<file path="src/rtl/dcia_defines.svh">
// Constants for the daisy-chain interrupt acknowledge block
`ifndef DCIA_DEFINES_SVH
`define DCIA_DEFINES_SVH
`define DCIA_NUM_LEVELS 6
`define DCIA_OP_PREFIX  8'hed
`define DCIA_OP_RETURN  8'h4d
`define DCIA_VEC_IDLE   3'h3
`define DCIA_VEC_LSB    1
`define DCIA_VEC_MSB    3
`define DCIA_RST_BYTE   8'h00
`define DCIA_RST_LEVELS 6'h00
`endif

</file>
<file path="src/rtl/dcia_pkg.sv">
// Types and helpers shared by the interrupt chain modules
package dcia_pkg;
    `include "dcia_defines.svh"

    typedef logic [`DCIA_NUM_LEVELS-1:0] dcia_lvl_t;
    typedef logic [7:0]                  dcia_byte_t;

    // Index of the single set bit, level 0 being the highest
    function automatic logic [2:0] dcia_code(input dcia_lvl_t onehot);
        logic [2:0] c;
        c = 3'h0;
        for (int i = 0; i < `DCIA_NUM_LEVELS; i++) begin
            if (onehot[i]) begin
                c = 3'(i);
            end
        end
        return c;
    endfunction : dcia_code
endpackage : dcia_pkg

</file>
<file path="src/rtl/dcia_chain_if.sv">
// Signals between the controller and its internal priority chain
`timescale 1ns/100ps
interface dcia_chain_if;
    import dcia_pkg::*;
    dcia_lvl_t pending;
    dcia_lvl_t ius;
    logic      prefix_mode;
    dcia_lvl_t req;
    dcia_lvl_t active;
    logic      hold;

    modport chain (input pending, input ius, input prefix_mode,
                   output req, output active, output hold);
    modport ctl (output pending, output ius, output prefix_mode,
                 input req, input active, input hold);
endinterface : dcia_chain_if

</file>
<file path="src/rtl/dcia_chain.sv">
// Fixed six-level internal priority chain
`timescale 1ns/100ps
`include "dcia_defines.svh"
module dcia_chain (
    dcia_chain_if.chain ch
);
    import dcia_pkg::*;

    // Ripple from level 0 downward; a serviced level blocks all below
    always_comb begin
        logic blocked;
        logic svc_above;
        blocked   = 1'b0;
        svc_above = 1'b0;
        ch.req    = '0;
        ch.active = '0;
        ch.hold   = 1'b0;
        for (int i = 0; i < `DCIA_NUM_LEVELS; i++) begin
            // Return targets the top serviced level, pending ones aside
            if (!svc_above && ch.ius[i]) begin
                ch.active[i] = 1'b1;
            end
            // Request ripple ignores the prefix, so one winner only
            if (!blocked && ch.pending[i] && !ch.ius[i]) begin
                ch.req[i] = 1'b1;
            end
            if (ch.ius[i]) begin
                svc_above = 1'b1;
            end
            if (ch.ius[i] || ch.pending[i]) begin
                blocked = 1'b1;
            end
            // Prefix seen: only serviced levels keep the chain low
            if (ch.ius[i] || (ch.pending[i] && !ch.prefix_mode)) begin
                ch.hold = 1'b1;
            end
        end
    end
endmodule : dcia_chain

</file>
<file path="src/rtl/dcia_top.sv">
// Daisy-chain interrupt request, acknowledge and return logic
`timescale 1ns/100ps
`include "dcia_defines.svh"
module dcia_top #(
    parameter int NUM_LEVELS = `DCIA_NUM_LEVELS
) (
    input  wire logic             core_clk,
    input  wire logic             rst,
    input  wire logic             fetch_cycle_n,
    input  wire logic             io_request_n,
    input  wire logic             chain_enable_in,
    input  wire dcia_pkg::dcia_byte_t data_in,
    input  wire dcia_pkg::dcia_lvl_t  src_req,
    input  wire dcia_pkg::dcia_lvl_t  src_enable,
    input  wire dcia_pkg::dcia_byte_t vector_base,
    input  wire logic             status_affects_vector,
    input  wire logic             sw_return,
    output logic                  int_req_n,
    output logic                  chain_enable_out,
    output dcia_pkg::dcia_byte_t  data_out,
    output logic                  data_oe_n,
    output dcia_pkg::dcia_lvl_t   under_service
);
    import dcia_pkg::*;

    typedef struct packed {
        dcia_lvl_t  pending;
        dcia_lvl_t  ius;
        logic       prefix_seen;
        dcia_byte_t fetch_byte;
        logic       in_fetch;
        logic       in_ack;
        logic       int_n;
        logic       chain_out;
        dcia_byte_t vec;
        logic       oe_n;
    } dcia_state_t;

    dcia_state_t s_q;
    dcia_state_t s_d;
    dcia_chain_if ch ();

    logic opcode_cycle;
    logic ack_cycle;
    logic ack_start;
    logic fetch_end;
    logic ret_match;
    dcia_byte_t vec_now;

    dcia_chain u_chain (
        .ch (ch)
    );

    // Feed the chain from the registered state
    assign ch.pending     = s_q.pending;
    assign ch.ius         = s_q.ius;
    assign ch.prefix_mode = s_q.prefix_seen;

    // Cycle classification from the host strobes
    assign opcode_cycle = !fetch_cycle_n && io_request_n;
    assign ack_cycle    = !fetch_cycle_n && !io_request_n;
    assign ack_start    = ack_cycle && !s_q.in_ack;
    assign fetch_end    = fetch_cycle_n && s_q.in_fetch;
    // Only the level inside the chain window answers the return byte
    assign ret_match = fetch_end && s_q.prefix_seen
                       && s_q.fetch_byte == `DCIA_OP_RETURN
                       && chain_enable_in && |ch.active;

    // Vector with optional status code in bits 3..1
    always_comb begin
        vec_now = vector_base;
        if (status_affects_vector) begin
            if (|ch.req) begin
                vec_now[`DCIA_VEC_MSB:`DCIA_VEC_LSB] = dcia_code(ch.req);
            end else begin
                vec_now[`DCIA_VEC_MSB:`DCIA_VEC_LSB] = `DCIA_VEC_IDLE;
            end
        end
    end

    // Next-state logic
    always_comb begin
        s_d = s_q;
        // Status frozen during fetch so the chain ripple settles
        if (fetch_cycle_n) begin
            s_d.pending = src_req & src_enable;
        end
        // Opcode byte tracking
        if (opcode_cycle) begin
            s_d.in_fetch   = 1'b1;
            s_d.fetch_byte = data_in;
        end else if (fetch_cycle_n) begin
            s_d.in_fetch = 1'b0;
        end
        if (!fetch_cycle_n && !io_request_n) begin
            s_d.in_fetch = 1'b0;
        end
        if (fetch_end) begin
            s_d.prefix_seen = (s_q.fetch_byte == `DCIA_OP_PREFIX);
        end
        // Return clears only the highest serviced level
        if (ret_match || sw_return) begin
            s_d.ius = s_q.ius & ~ch.active;
        end
        // Acknowledge: winner drives vector and enters service
        s_d.in_ack = ack_cycle;
        if (ack_start && chain_enable_in && |ch.req) begin
            s_d.ius  = s_d.ius | ch.req;
            s_d.vec  = vec_now;
            s_d.oe_n = 1'b0;
        end else if (!ack_cycle) begin
            s_d.oe_n = 1'b1;
            s_d.vec  = vec_now;
        end
        s_d.int_n = !(|ch.req);
        s_d.chain_out = chain_enable_in && !ch.hold;
    end

    // State register
    always_ff @(posedge core_clk) begin
        if (rst) begin
            s_q <= '{pending:     `DCIA_RST_LEVELS,
                     ius:         `DCIA_RST_LEVELS,
                     prefix_seen: 1'b0,
                     fetch_byte:  `DCIA_RST_BYTE,
                     in_fetch:    1'b0,
                     in_ack:      1'b0,
                     int_n:       1'b1,
                     chain_out:   1'b0,
                     vec:         `DCIA_RST_BYTE,
                     oe_n:        1'b1};
        end else begin
            s_q <= s_d;
        end
    end

    // Outputs straight from the state flops
    assign int_req_n        = s_q.int_n;
    assign chain_enable_out = s_q.chain_out;
    assign data_out         = s_q.vec;
    assign data_oe_n        = s_q.oe_n;
    assign under_service    = s_q.ius;
endmodule : dcia_top

</file>
<file path="config.mk">
export PLATFORM = sky130hd
export DESIGN_NAME = dcia_top
export DESIGN_NICKNAME = d
export VERILOG_FILES = /design/src/rtl/dcia_pkg.sv /design/src/rtl/dcia_chain_if.sv /design/src/rtl/dcia_chain.sv /design/src/rtl/dcia_top.sv
export VERILOG_INCLUDE_DIRS = /design/src /design/src/rtl
export SDC_FILE = /design/constraint.sdc
export NUM_CORES = 1
export LEC_CHECK = 0
export BUFFER_PORTS_ARGS = -buffer_cell sky130_fd_sc_hd__buf_2
export CAP_MARGIN = 20
export CORE_MARGIN = 4
export CORE_UTILIZATION = 53
export DETAILED_ROUTE_END_ITERATION = 7
export PLACE_DENSITY = 0.93
export SYNTH_ARGS = -nofsm -noshare
export SYNTH_HDL_FRONTEND = slang
export SYNTH_SLANG_ARGS = --single-unit
</file>
<file path="constraint.sdc">
create_clock -name core_clk -period 4.2 [get_ports core_clk]
set_input_delay 0.42 -clock core_clk [delete_from_list [all_inputs] [get_ports core_clk]]
set_output_delay 0.42 -clock core_clk [all_outputs]
set_load 0.02 [all_outputs]
</file>
After elaboration in Yosys (flattened, before gate mapping)

Cells that the tools add are included.

Input bits: 35
Word-level logic and storage cells: 128
Flip-flop bits (word level): 34
Output and inout port bits: 17

Eq/ne operators: 3
Reduce and logical (&&, ||, !) cells: 71
Bitwise operators: 4
Muxes and demuxes: 40

Operators with widths:

| operator                                            | number |
|---|---|
| logical AND 1 bit                                   | 33 |
| two-way mux 1 bit                                   | 30 |
| logical NOT 1 bit                                   | 22 |
| two-way mux 3 bit                                   | 6 |
| two-way mux 9 bit                                   | 2 |
| AND 6 bit                                           | 2 |
| logical OR 1 bit                                    | 12 |
| two-way mux 6 bit                                   | 2 |
| OR reduction 6 bit                                  | 2 |
| equality test 8 x 7 -> 1 bit, second input constant | 1 |
| equality test 8 bit, second input constant          | 1 |
| inverter 6 bit                                      | 1 |
| bitwise OR 6 bit                                    | 1 |
| != test 2 x 1 -> 1 bit, second input constant       | 1 |
| nonzero test 2 bit                                  | 1 |
| OR reduction 2 bit                                  | 1 |

Depth between registers and ports, before layout

Gate-level depths: netlist of run 1.

Word-level depth: 15
Gate-level depth with buffers: 7

Cells and area by module

A second synthesis of run 1 with hierarchy kept.

Cells, all modules: 194
Area, all modules: 1634.1 µm²

Modules (own cells, without submodules):

| module     | seq. area each (µm²) | instances | cells an instance | area an instance (µm²) |
|---|---|---|---|---|
| dcia_top   | 680.7                | 1         | 172               | 1480.2 |
| dcia_chain | 0.0                  | 1         | 22                | 153.9 |

Worst setup path before layout of run 1

No wires, ideal clock.

Path type: input-to-reg
Start: input fetch_cycle_n
End: register s_q, in the netlist data_out[3]
Slack: 2353 ps
Stages on the path: 6
Arrival time: 1725 ps
Setup time: 122 ps
Cell sequence: buf_6 > nor2_1 > nand3b_1 > a31o_2 > a221o_1 > o311a_1

Word-level cells in the longest chain between the ends: 6
Elaborated cells on any way between the ends: 7
Classes of those cells: 1 x eq/ne; 1 x mux; 5 x reduce/logical

Ends and longest elaborated chain:

| item                                                                         | line            | text |
|---|---|---|
| start: declaration                                                           | dcia_top.sv:9   | `input wire logic fetch_cycle_n,` |
| logical NOT 1 bit *                                                          | dcia_top.sv:61  | `assign ack_cycle = !fetch_cycle_n && !io_request_n;` |
| logical AND 1 bit *                                                          | dcia_top.sv:61  |  |
| logical AND 1 bit                                                            | dcia_top.sv:62  | `assign ack_start = ack_cycle && !s_q.in_ack;` |
| logical AND 1 bit (2 in series)                                              | dcia_top.sv:107 | `if (ack_start && chain_enable_in && \|ch.req) begin` |
| != test 2 x 1 -> 1 bit (no source line) or two-way mux 9 bit (tied branches) | -               |  |
| end signal: assignment                                                       | dcia_top.sv:122 | `` s_q <= '{pending: `DCIA_RST_LEVELS, `` |
| end: declaration                                                             | dcia_top.sv:39  | `dcia_state_t s_q;` |

Every way passes the cells marked *; elsewhere a longest branch is shown, timed or not.
A chain may end at the register's enable or synchronous reset.

Worst setup path in the final report of run 1

Start: register s_q, in the netlist ch.pending[0]
End: register s_q, in the netlist data_out[1]

Word-level cells in the longest chain between the ends: 15
Elaborated cells on any way between the ends: 40
Classes of those cells: 1 x eq/ne; 20 x mux; 19 x reduce/logical

Ends and longest elaborated chain:

| item                                                    | line                                            | text |
|---|---|---|
| logical OR 1 bit                                        | dcia_chain.sv:30                                | `if (ch.ius[i] \|\| ch.pending[i]) begin` |
| two-way mux 1 bit                                       | dcia_chain.sv:30                                |  |
| two-way mux 1 bit or logical NOT 1 bit (tied branches)  | dcia_chain.sv:30, dcia_chain.sv:24              |  |
| two-way mux 1 bit (tied with other cells) (3 in series) | dcia_chain.sv:30                                |  |
| logical NOT 1 bit (tied with other cells)               | dcia_chain.sv:24                                | `if (!blocked && ch.pending[i] && !ch.ius[i]) begin` |
| logical AND 1 bit (tied with other cells) (2 in series) | dcia_chain.sv:24                                |  |
| two-way mux 1 bit or two-way mux 3 bit (tied branches)  | dcia_chain.sv:24, dcia_pkg.sv:13                |  |
| OR reduction 6 bit or two-way mux 3 bit (tied branches) | dcia_top.sv:73, dcia_top.sv:107, dcia_pkg.sv:13 |  |
| two-way mux 3 bit                                       | dcia_top.sv:73                                  | `if (\|ch.req) begin` |
| two-way mux 3 bit                                       | dcia_top.sv:72                                  | `if (status_affects_vector) begin` |
| two-way mux 9 bit                                       | dcia_top.sv:111                                 | `end else if (!ack_cycle) begin` |
| two-way mux 9 bit                                       | dcia_top.sv:107                                 |  |

Parallel ways exist; a longest one is shown, timed or not. The select of a mux whose other input is x is not followed.

==> results.md, run 1 <==
- The die covers 3940 µm².
- The via count of the first global-routing pass came to roughly 1400.
- Setup repair after global routing left no endpoint under its margin.
- The leakage power is 0.754 nW.
- The tree is rooted in a clkbuf_4.
- The total congestion overflow is 0.
- Setup violations remaining at the end of the flow were counted as 0.
- The initial core utilization is around 57%.
- VDD sags by at most roughly 0.19 mV.
- The routed length per placed instance is approximately 14 µm.
- The critical path is of the flip-flop to flip-flop type.
- After synthesis, the cell types taking the most area are dfxtp_1 (43%), a21oi_1 (7.9%), buf_4 (7.1%).
- The die is about 63 µm tall.
- The post-CTS setup repair buffer count is 0.
- Routability-driven placement finished with a final weighted congestion of around 0.8.
- The standard-cell row count is 19.
- The clock-pin slew on the worst setup and hold paths is ~0.11 ns.
- The H-tree level count is 2.
- The kind of end point of the critical path is a flip-flop.
- The storage element area is around 700 µm².
- The number of antenna violations at the first check in global routing was 0.
- Counting the fill cells in the layout gives between 200 and 300.
- After clock tree synthesis, the flow added hold-fix buffers numbering 0.
- In this run the count of I/O pins placed on the die edge is 52.
- Counting every sink on the clock net gives 34.
- The synthesized area divided by synthesized cell count is 8.27 µm².
- The commonest cells after synthesis are dfxtp_1 (34), a21oi_1 (25), nand2_1 (24), buf_4 (15), nand3_1 (15).
- The total number of vias is between 1000 and 1500.
- The floorplan step set the die width to ~63 µm.
- The number of nets in the synthesized netlist is 227.
- The startpoint type of the worst setup path is a flip-flop.
- The proportion of synthesized chip area in sequential cells is 42.9%.
- For this design the ratio of total power to cell area is 348 nW/µm².
- The transition time of the tightest slew-check pin is roughly 1.0 ns.
- Wires add up to approximately 3500 µm.
- The met3 capacity usage during global routing is 8.09%.
- The first global-routing pass estimated roughly 6000 µm of wire.
- The worst reg-to-reg path cell count is 5.
- At the later pin of the worst-skew pair, clock insertion delay measures between 0.3 and 0.4 ns.
- The core region is between 2000 and 3000 µm².
- In the global route stage, met2 resource usage came out at between 20% and 30%.
- Detailed placement ended at an HPWL of 2540 µm.
- The signal arrival time at the worst endpoint is between 2 and 3 ns.
- The path class of the tightest hold or removal check is input port to flip-flop.
- The worst-path maximum fanout is 12.
- The count of flip-flops with a built-in enable after synthesis is 0.
- For this run, design rule violations remaining after detail routing come to 0.
- The longest clock path from root to sink contains 2 buffers.
- Global routing used 19.1% of the available tracks.
- The sum of negative setup slack is 0 ns.
- The diode insertion count for antenna repair is 0.
- In the synthesized netlist, the number of instances is 192.
- The count of routing violations after the opening detailed-route iteration is 75.
- For this run, the leading register cell type out of synthesis is dfxtp_1.
- TritonCTS built the clock tree.
- The pin count of the biggest net entering global routing is 32.
- The shortest clock period the worst path allows after layout is around 2.3 ns.
- Counting the buffers created by CTS gives 5.
- The maximum clock frequency is around 430 MHz.
- The area of combinational cells with multiple inputs is roughly 740 µm².
- The setup clock skew after layout is roughly 0.010 ns.
- The final count of hold timing violations came to 0.
- Counting flops and latches in the post-synthesis netlist gives 34.
- Of the cells placed in the final design, the portion with a size suffix greater than 1 is around 28%.
- The cell area that synthesis handed to floorplanning was ~1600 µm².
- The final critical path takes up a little under three fifths of the cycle.
- The cell type with the largest total area after synthesis is dfxtp_1.
- The most common cell in the netlist is dfxtp_1.
- The layer with the highest usage after global routing is met2.
- The area growth from synthesis to layout is 13.1%.
- The number of pins exceeding their max-slew limit in the final report is 0.
- For this run, the number of Yosys warnings is 0.
- Global routing consumed, on the met1 layer, between 20% and 30% of the routing resources.
- The tightest hold path in the finished design has a slack of approximately 0.3 ns.
- Counting flops with an async set or reset pin after synthesis yields a share of 0%.
- After detailed placement, the total cell area comes to 1730 µm².
- The number of vias per cell after detailed routing is around 5.6.
- Once placement completed, the tool counted placed cells totaling roughly 250.
- The finished layout holds ~260 standard cells, fillers aside.
- The distinct cell type count of the synthesized netlist is 39.
- The number of nets in the finished design is ~260.
- At the worst endpoint, the required time is between 4 and 5 ns.
- Summing all non-filler instances in the final layout gives an area of approximately 1800 µm².
- The number of nets still failing antenna checks after routing is 0.
- The pre-antenna-repair detailed-routing pass consisted of 4 iterations.
- The share of the synthesized area in the top cell type is a little over two fifths.
- The run finished with clean final reports.
- Buffers placed on the I/O ports in this run total 51.
- Max-cap violations in this run came to 0.
- The depth of the worst hold-timing path is 3.
- The number of gates resized after CTS was 0.
- In this run the tightest slew margin relative to its limit is roughly 33%.
stage by stage:
step / total power [mW] / util [%] / worst slack (ns)
floorplan: 0.413 / - / 2.35
global placement: 0.434 / 61.7 / 1.75
detailed placement: 0.436 / 61.7 / 1.64
CTS: 0.625 / 64.0 / 1.90
global route: 0.659 / 64.0 / 1.74
finish: 0.624 / 64.0 / 1.89
critical path: stages, from the launching register on:
cell,delay (ns)
dfxtp_1,0.40
nor4_4,0.40
o2111ai_2,0.24
a31oi_1,0.77
nor2_1,0.12
o32ai_1,0.30
registers in the layout (all words and copies together), names as in the netlist:
name / flops
data_oe_n: 1
ch.prefix_mode: 1
s_q: 10
data_out: 8
ch.pending: 6
under_service: 6
int_req_n: 1
chain_enable_out: 1
per-layer routing:
metal  wire length [µm]  share of wire, %
met1               1550                44
met2               1560                44
met3                326               9.3
met4                 71               2.0
met5                  0                 0
path summary, 6_finish.rpt:
kind | from | endpoint | slack [ns]
max | ch.pending[0]$_SDFFE_PP0P_ | data_out[1]$_SDFFE_PP0P_ | 1.89
min | data_in[1] | s_q[14]$_SDFFE_PP0P_ | 0.30
max reg2reg | ch.pending[0]$_SDFFE_PP0P_ | data_out[1]$_SDFFE_PP0P_ | 1.89
min reg2reg | data_oe_n$_SDFFE_PP1P_ | data_oe_n$_SDFFE_PP1P_ | 0.45
placed cells by master (no fill, tap or decap), types with 2 or more instances in the layout:
master	count
a21oi_1	25
a31oi_1	3
buf_2	51
clkbuf_4	5
dfxtp_1	34
inv_1	4
nand2_1	24
nand2b_1	8
nand3_1	15
nand3b_1	2
nand4_1	4
nor2_1	13
nor2b_1	3
nor3_1	2
nor4b_1	2
o21ai_0	7
o31ai_1	3
logic make-up after synthesis:
| group | Yosys count | share of synthesized area (%) |
|---|---|---|
| AOI/OAI and AO/OA | 51 | 19.9 |
| buffers and inverters | 27 | 10.4 |
| and+or+nand+nor | 80 | 26.9 |
| DFF | 34 | 42.9 |
report_power, final:
group	total (mW)	leakage, nW	switching [mW]	internal, mW
clock network	0.195	0.0343	0.115	0.0804
registers	0.346	0.278	0.00937	0.336
logic	0.0833	0.441	0.0475	0.0358
total	0.624	0.754	0.171	0.453
area by class of cell:
cell class	instances	share of cell area (%)
Multi-Input combinational cell	131	41.3
Sequential cell	34	37.9
Timing Repair Buffer	51	14.2
Clock buffer	6	2.86
Tap cell	31	2.16
Inverter	4	0.836
Clock inverter	2	0.697
Note: power is estimated with default switching activity, not from simulation.
==> run 2, diff against run 1 <==
--- a/config.mk
+++ b/config.mk
@@ -9,9 +9,9 @@
 export BUFFER_PORTS_ARGS = -buffer_cell sky130_fd_sc_hd__buf_2
 export CAP_MARGIN = 20
 export CORE_MARGIN = 4
-export CORE_UTILIZATION = 53
+export CORE_UTILIZATION = 45
 export DETAILED_ROUTE_END_ITERATION = 7
-export PLACE_DENSITY = 0.93
+export PLACE_DENSITY = 0.85
 export SYNTH_ARGS = -nofsm -noshare
 export SYNTH_HDL_FRONTEND = slang
 export SYNTH_SLANG_ARGS = --single-unit
==> constraint.sdc (replaced) <==
create_clock -name core_clk -period 2 [get_ports core_clk]
set_input_delay 0.2 -clock core_clk [delete_from_list [all_inputs] [get_ports core_clk]]
set_output_delay 0.2 -clock core_clk [all_outputs]
set_load 0.02 [all_outputs]
==> run 2 against run 1 <==
Final cell count rose by 8.1%; register-to-register slack got worse by 1.7 ns; sequential cell count unchanged; sequential power rose by 110%.
==> results.md, run 2 (synthesized netlist as in run 1, its figures left out) <==
- The run finished with clean final reports.
- The library cells used most frequently in the layout, excluding fill and tap cells, are buf_2 (51), dfxtp_1 (34), a21oi_1 (25), nand2_1 (24), nand3_1 (15).
- The total number of vias came to 1437 (-1.1%).
- The share of post-route cells with drive strength above 1 is 30.3% (+2.3 points).
- The transition time of the tightest slew-check pin was 0.542 ns (-0.459 ns).
- The final number of setup-violating endpoints is 0 (unchanged).
- The DRC violation count after routing is 0 (unchanged).
- The diode insertion count for antenna repair was 0 (unchanged).
- The worst vdd rail ir drop is 0.415 mV (+120%).
- The shortest clock period the worst path allows after layout is 1.85 ns (-0.464 ns).
- The total routed wirelength came to 3420 µm (-2.5%).
- The area after detailed placement is 1800 µm² (+4.1%).
- After detailed routing, no signal wire sits above met4.
- The weighted congestion at the end of routability-driven global placement is 0.810 (+0.22%).
- The die height is 67.4 µm (+7.4%).
- The number of top-level pins is 52 (unchanged).
- The register with the highest flop count is s_q.
- The register-to-register setup slack is 0.15 ns (-1.74 ns).
- The wire length on met1 came to 1580 µm (+1.4%).
- The count of buffers from port buffering is 51 (unchanged).
- The number of pins exceeding their max-slew limit in the final report is 0 (unchanged).
- The total met3 wirelength after detailed routing is 302 µm (-7.4%).
- The core footprint came to 3360 µm² (+20%).
- The worst-case headroom to the max-slew limit is 63.9% (+31 points).
- The least setup slack across all paths after layout is 0.150 ns (-1.74 ns).
- The clock net sink count came to 34 (unchanged).
- The maximum clock frequency was 541 MHz (+25%).
- The detailed placement HPWL is 2560 µm (+0.76%).
- The number of nets in the finished design is 269 (+2.7%).
- The area growth from synthesis to layout is 19.1%.
- The total congestion overflow is 0 (unchanged).
- The number of antenna violations at the first check in global routing is 0 (unchanged).
- The commonest non-fill, non-tap cell in the layout is buf_2.
- The critical path goes through nor4_4 -> o2111ai_2 -> a31o_2 -> a221o_1 -> o311a_1.
- The slowest library cell on the worst path is dfxtp_1.
- The count of maximum capacitance violations is 0 (unchanged).
- The number of nets still failing antenna checks after routing is 0 (unchanged).
- The insertion delay of the later-clocked pin in the worst-skew pair is 0.34 ns (about the same).
- The post-CTS setup repair buffer count is 0 (unchanged).
- The post-route worst hold slack was 0.0948 ns (-0.206 ns).
- The via count of the first global-routing pass is 1287 (-5.6%).
- STA classifies the critical path startpoint as a flip-flop.
- The worst-path maximum fanout was 8 (-4).
- The count of routing violations after the opening detailed-route iteration was 63 (-16%).
- The power per cell area is 752 nW/µm² (+120%).
- The path class of the tightest hold or removal check is input port to flip-flop.
- The clock-pin slew on the worst setup and hold paths is 0.11 ns (about the same).
- The die width is 67.4 µm (+7.4%).
- The H-tree level count came to 2 (unchanged).
- The biggest cell delay along the critical path came to 0.39 ns (-0.38 ns).
- The wire length of the first global-routing pass is 5710 µm (-5.2%).
- The number of clock buffers inserted by TritonCTS came to 5 (unchanged).
- The worst setup path is captured at a flip-flop.
- The cell sitting at the root of the clock tree is a clkbuf_4.
- The number of vias per cell after detailed routing is 5.13 (-8.5%).
- By startpoint and endpoint, the worst setup path is classified as flip-flop to flip-flop.
- The summed area of non-filler cells in the final layout was 1890 µm² (+5.3%).
- The worst setup timing slack at the placement stage is 0.147 ns (-1.50 ns).
- The data required time of the worst path came to 2.24 ns (-2.22 ns).
- The final cell utilization of the core is 56.2% (-7.8 points).
- TritonCTS built the clock tree.
- The length of the first detailed-routing pass in iterations is 4 (unchanged).
- The number of flip-flops in the largest register is 10 (unchanged).
- The standard-cell row count came to 21 (+2).
- The signal arrival time at the worst endpoint is 2.09 ns (-0.48 ns).
- The final period utilization is 92.5% (+37 points).
- The initial core utilization was 47.2% (-9.4 points).
- The total routing resource utilization after global routing is 16.7% (-2.5 points).
- The setup clock skew after layout is 0.0102 ns (+0.0000730 ns).
- The count of fill cells added during filler insertion is 354 (+39%).
- The cts-stage hold buffer count is 0 (unchanged).
- The overall die area is 4540 µm² (+15%).
- The leakage power came to 0.799 nW (+6.0%).
- The routed length per placed instance is 12.2 µm (-9.8%).
- The total power of the final layout came to 1.42 mW (+130%).
- The final count of hold timing violations is 0 (unchanged).
- The met2 wirelength from detailed routing was 1500 µm (-3.5%).
- The buffer levels on the longest clock path is 2 (unchanged).
- The pin count of the biggest net entering global routing is 32 (unchanged).
## run 2: metrics by stage
stage,cells,setup TNS [ns]
after floorplan,192,0
after global placement,273,0
after detailed placement,273,0
after CTS,280,0
after global routing,280,-0.00111
final,280,0
## run 2: final timing paths
kind,start,end,cells after the start
hold / removal,data_in[6],s_q[19]$_SDFFE_PP0P_,3
hold reg to reg,data_oe_n$_SDFFE_PP1P_,data_oe_n$_SDFFE_PP1P_,2
setup reg to reg,ch.pending[1]$_SDFFE_PP0P_,data_out[3]$_SDFFE_PP0P_,5
setup / recovery,ch.pending[1]$_SDFFE_PP0P_,data_out[3]$_SDFFE_PP0P_,5
## run 2: per-layer routing
| metal | up-vias | track usage (%) |
|---|---|---|
| met5 | - | 0 |
| met4 | 0 | 4.56 |
| met3 | 6 | 5.99 |
| met2 | 50 | 24.7 |
| met1 | 629 | 22.8 |
| li1 | 752 | - |
## run 2: area by class of cell
| cell class | instances | area (µm²) | area share [%] |
|---|---|---|---|
| inverters | 4 | 15.0 | 0.794 |
| flip-flops and latches | 34 | 681 | 36.0 |
| clock inverters | 1 | 30.0 | 1.59 |
| multi-input cells | 131 | 748 | 39.6 |
| clock buffers | 6 | 51.3 | 2.71 |
| well taps | 46 | 57.6 | 3.04 |
| repair buffers | 58 | 308 | 16.3 |
## run 2: worst max-delay path, delay by kind of cell (launching register included)
family	cells	cell delay, ns
AOI/OAI and AO/OA	4	1.01
DFF	1	0.39
and+or+nand+nor	1	0.36
## run 2: power breakdown
group          switching [mW]  leakage [nW]  internal [mW]
registers              0.0180         0.278          0.706
clock network           0.222        0.0443          0.291
logic                   0.102         0.476         0.0818
## run 2: what timing repair did
item / 4_1_cts / 5_1_grt
endpoints found under the hold margin: 0 / 0
endpoints found under the setup margin: 0 / 4
resized for setup: 0 / 1
==> run 3, diff against run 2 <==
--- a/config.mk
+++ b/config.mk
@@ -6,10 +6,11 @@
 export SDC_FILE = /design/constraint.sdc
 export NUM_CORES = 1
 export LEC_CHECK = 0
+export ABC_AREA = 1
 export BUFFER_PORTS_ARGS = -buffer_cell sky130_fd_sc_hd__buf_2
 export CAP_MARGIN = 20
 export CORE_MARGIN = 4
-export CORE_UTILIZATION = 45
+export CORE_UTILIZATION = 46
 export DETAILED_ROUTE_END_ITERATION = 7
 export PLACE_DENSITY = 0.85
 export SYNTH_ARGS = -nofsm -noshare
==> run 3 against run 2 <==
Clock skew down 0.0060 ns; setup slack better by 0.33 ns; total power up 3.4%; global-route usage down 1.6 points; non-clock buffer count down 6; final cell count up 19%; worst hold slack better by 0.039 ns; maximum frequency up 22%.
==> results.md, run 3 <==
- The flow ran to the end, and the final reports show no timing, DRC or antenna violations.
- The weighted congestion at the end of routability-driven global placement is 0.925 (+14%).
- The total routed wirelength is 3560 µm (+3.9%).
- The die width is 70.0 µm (+3.9%).
- The register bit total from synthesis came to 34 (unchanged).
- The post-route worst hold slack came to 0.134 ns (+0.0388 ns).
- The pin count of the biggest net entering global routing is 26 (-19%).
- The wire length of the first global-routing pass is 6030 µm (+5.7%).
- The number of clock buffers inserted by TritonCTS was 5 (unchanged).
- The buffer type at the clock tree root is clkbuf_8.
- Ranked by instance count, the synthesized netlist is headed by nand2_1 (46), dfxtp_1 (34), inv_1 (33), nor2_1 (33).
- The register-to-register setup slack is 0.48 ns (+0.33 ns).
- The share of post-route cells with drive strength above 1 is 28.5% (-1.8 points).
- The number of vias per cell after detailed routing is 4.75 (-7.4%).
- The diode insertion count for antenna repair is 0 (unchanged).
- The startpoint type of the worst setup path is a flip-flop.
- The distinct cell type count of the synthesized netlist is 27 (-31%).
- The clock-pin slew on the worst setup and hold paths is 0.06 ns (-0.05 ns).
- The library cells used most frequently in the layout, excluding fill and tap cells, are buf_2 (51), nand2_1 (46), dfxtp_1 (34), inv_1 (33), nor2_1 (33).
- The data required time of the worst path came to 2.18 ns (-0.06 ns).
- The share of flip-flops with an asynchronous set or reset was 0% (unchanged).
- The post-CTS setup repair buffer count is 0 (unchanged).
- The most common cell in the netlist is nand2_1.
- The switching fraction of total power is 26.7% (+2.7 points).
- The net count after synthesis was 282 (+24%).
- The count of buffers from port buffering is 51 (unchanged).
- The worst-path maximum fanout is 17 (+9).
- The number of top-level pins is 52 (unchanged).
- The length of the first detailed-routing pass in iterations is 4 (unchanged).
- The share of total power in combinational logic is 16.8% (+3.9 points).
- The worst setup path is captured at a flip-flop.
- The area growth from synthesis to layout is 14.2%.
- The count of routing violations after the opening detailed-route iteration is 54 (-14%).
- TritonCTS built the clock tree.
- The clock net sink count was 34 (unchanged).
- The most common cell type on the critical path is nor2_1.
- The count of non-filler cells in the finished layout is 332 (+19%).
- The worst setup timing slack at the placement stage was 0.469 ns (+0.321 ns).
- The area after detailed placement is 1940 µm² (+7.5%).
- The cell type with the largest total area after synthesis is dfxtp_1.
- The proportion of synthesized chip area in sequential cells is 38.5% (-4.4 points).
- The commonest non-fill, non-tap cell in the layout is buf_2.
- The initial core utilization is 48.0% (+0.75 points).
- The final cell utilization of the core is 54.8% (-1.4 points).
- The buffer levels on the longest clock path is 2 (unchanged).
- The number of instances resized during post-cts repair is 0 (unchanged).
- The post-synthesis instance area is 1770 µm² (+11%).
- The standard-cell row count is 22 (+4.8%).
- The final number of setup-violating endpoints came to 0 (unchanged).
- In the post-synthesis netlist, the biggest area contributors are dfxtp_1 (38%), nand2_1 (9.8%), inv_1 (7.0%).
- The final count of hold timing violations was 0 (unchanged).
- The internal power is 1.08 mW (-0.27%).
- The number of flip-flops in the largest register came to 10 (unchanged).
- The slowest library cell on the worst path is dfxtp_1.
- The setup clock skew after layout is 0.00421 ns (-0.00599 ns).
- The synthesized area divided by synthesized cell count is 7.16 µm² (-13%).
- Setup repair after global routing left no endpoint under its margin.
- The routed length per placed instance was 10.7 µm (-12%).
- In the synthesized netlist the dominant register cell turns out to be dfxtp_1.
- The number of pins exceeding their max-slew limit in the final report is 0 (unchanged).
- The instance count of the mapped netlist is 247 (+29%).
- The cts-stage hold buffer count is 0 (unchanged).
- The total routing resource utilization after global routing came to 15.1% (-1.6 points).
- The number of nets in the finished design is 320 (+19%).
- The total number of vias is 1578 (+9.8%).
- The least setup slack across all paths after layout is 0.485 ns (+0.335 ns).
- The switching power is 0.393 mW (+15%).
- The final period utilization was 75.8% (-17 points).
- The number of antenna violations at the first check in global routing is 0 (unchanged).
- The total power of the final layout is 1.47 mW (+3.4%).
- The biggest cell delay along the critical path was 0.40 ns (about the same).
- The summed area of non-filler cells in the final layout is 2020 µm² (+6.9%).
- The core footprint came to 3690 µm² (+9.7%).
- Traced cell by cell, the critical path runs through nor2_1 -> inv_1 -> nor2_1 -> o21ai_2 -> nand3_4 -> nand2_4 -> nand3_1 -> nand2_1 -> nor2_1.
- The cell total after placement is 326 (+19%).
- The signal arrival time at the worst endpoint was 1.70 ns (-0.39 ns).
- The die height is 70.0 µm (+3.9%).
- The insertion delay of the later-clocked pin in the worst-skew pair was 0.28 ns (-0.06 ns).
- The number of synthesis warnings is 0 (unchanged).
- The overall die area is 4900 µm² (+7.9%).
- The number of nets still failing antenna checks after routing came to 0 (unchanged).
- The maximum clock frequency came to 660 MHz (+22%).
- The class of the most critical hold timing path is input port to flip-flop.
- The worst vdd rail ir drop is 0.349 mV (-16%).
- The DRC violation count after routing is 0 (unchanged).
- The total congestion overflow is 0 (unchanged).
- Ranked by flip-flop count, first place goes to s_q.
- The transition time of the tightest slew-check pin was 0.640 ns (+0.0976 ns).
- The share of the synthesized area in the top cell type came to 38.5% (-4.4 points).
- The H-tree level count is 2 (unchanged).
- The leakage power is 1.02 nW (+27%).
- The worst-case headroom to the max-slew limit is 57.3% (-6.6 points).
- The critical path in this run is classified as flip-flop to flip-flop.
- The sum of negative setup slack is 0 ns (unchanged).
- The sequential fraction of design power is 50.2% (-0.8 points).
- The shortest clock period the worst path allows after layout came to 1.52 ns (-0.335 ns).
- The via count of the first global-routing pass is 1419 (+10%).
- The power per cell area is 727 nW/µm² (-3.3%).
- The count of flip-flops with a built-in enable after synthesis is 0 (unchanged).
- The count of maximum capacitance violations came to 0 (unchanged).
- The clock share of power is 33.0% (-3.1 points).
- The detailed placement HPWL is 2780 µm (+8.7%).
run 3: worst max-delay path, delay by kind of cell, from the launching register on:
family / cells / cell delay, ns
and+or+nand+nor: 7 / 0.73
AOI/OAI and AO/OA: 1 / 0.23
buffers and inverters: 1 / 0.05
DFF: 1 / 0.40
run 3: area by class of cell:
cell class / instances / area (µm²)
repair buffers: 52 / 263
fillers: 372 / 1670
flip-flops and latches: 34 / 681
multi-input cells: 158 / 807
well taps: 48 / 60.1
inverters: 34 / 128
clock buffers: 6 / 82.6
run 3: logic make-up (layout without fill, tap and decap cells):
kind of cell | after synthesis | count (layout) | share of synthesized area (%)
and+or+nand+nor | 117 | 117 | 32.5
buffers and inverters | 55 | 92 | 15.9
AOI/OAI and AO/OA | 41 | 41 | 13.1
DFF | 34 | 34 | 38.5
run 3: power by group through the flow:
stage                     clock [mW]  combinational, mW  sequential [mW]
after floorplan                    0              0.190            0.752
after global placement             0              0.243            0.751
after detailed placement           0              0.248            0.753
after CTS                      0.505              0.249            0.738
after global routing           0.526              0.277            0.743
final                          0.485              0.246            0.738
run 3: routing by layer:
layer  part of all wire (%)  vias to the layer above  track usage (%)
met5                      0                        -                0
met4                    1.6                        0             7.45
met3                    7.1                        7             4.60
met2                     47                       45             24.3
met1                     44                      692             18.1
li1                       -                      834                -
run 3: path summary, 6_finish.rpt:
check | start | endpoint | cells after the start
setup / recovery | under_service[4]$_SDFF_PP0_ | data_out[1]$_SDFFE_PP0P_ | 9
hold / removal | vector_base[7] | data_out[7]$_SDFFE_PP0P_ | 3
setup reg to reg | under_service[4]$_SDFF_PP0_ | data_out[1]$_SDFFE_PP0P_ | 9
hold reg to reg | data_oe_n$_SDFFE_PP1P_ | data_oe_n$_SDFFE_PP1P_ | 2
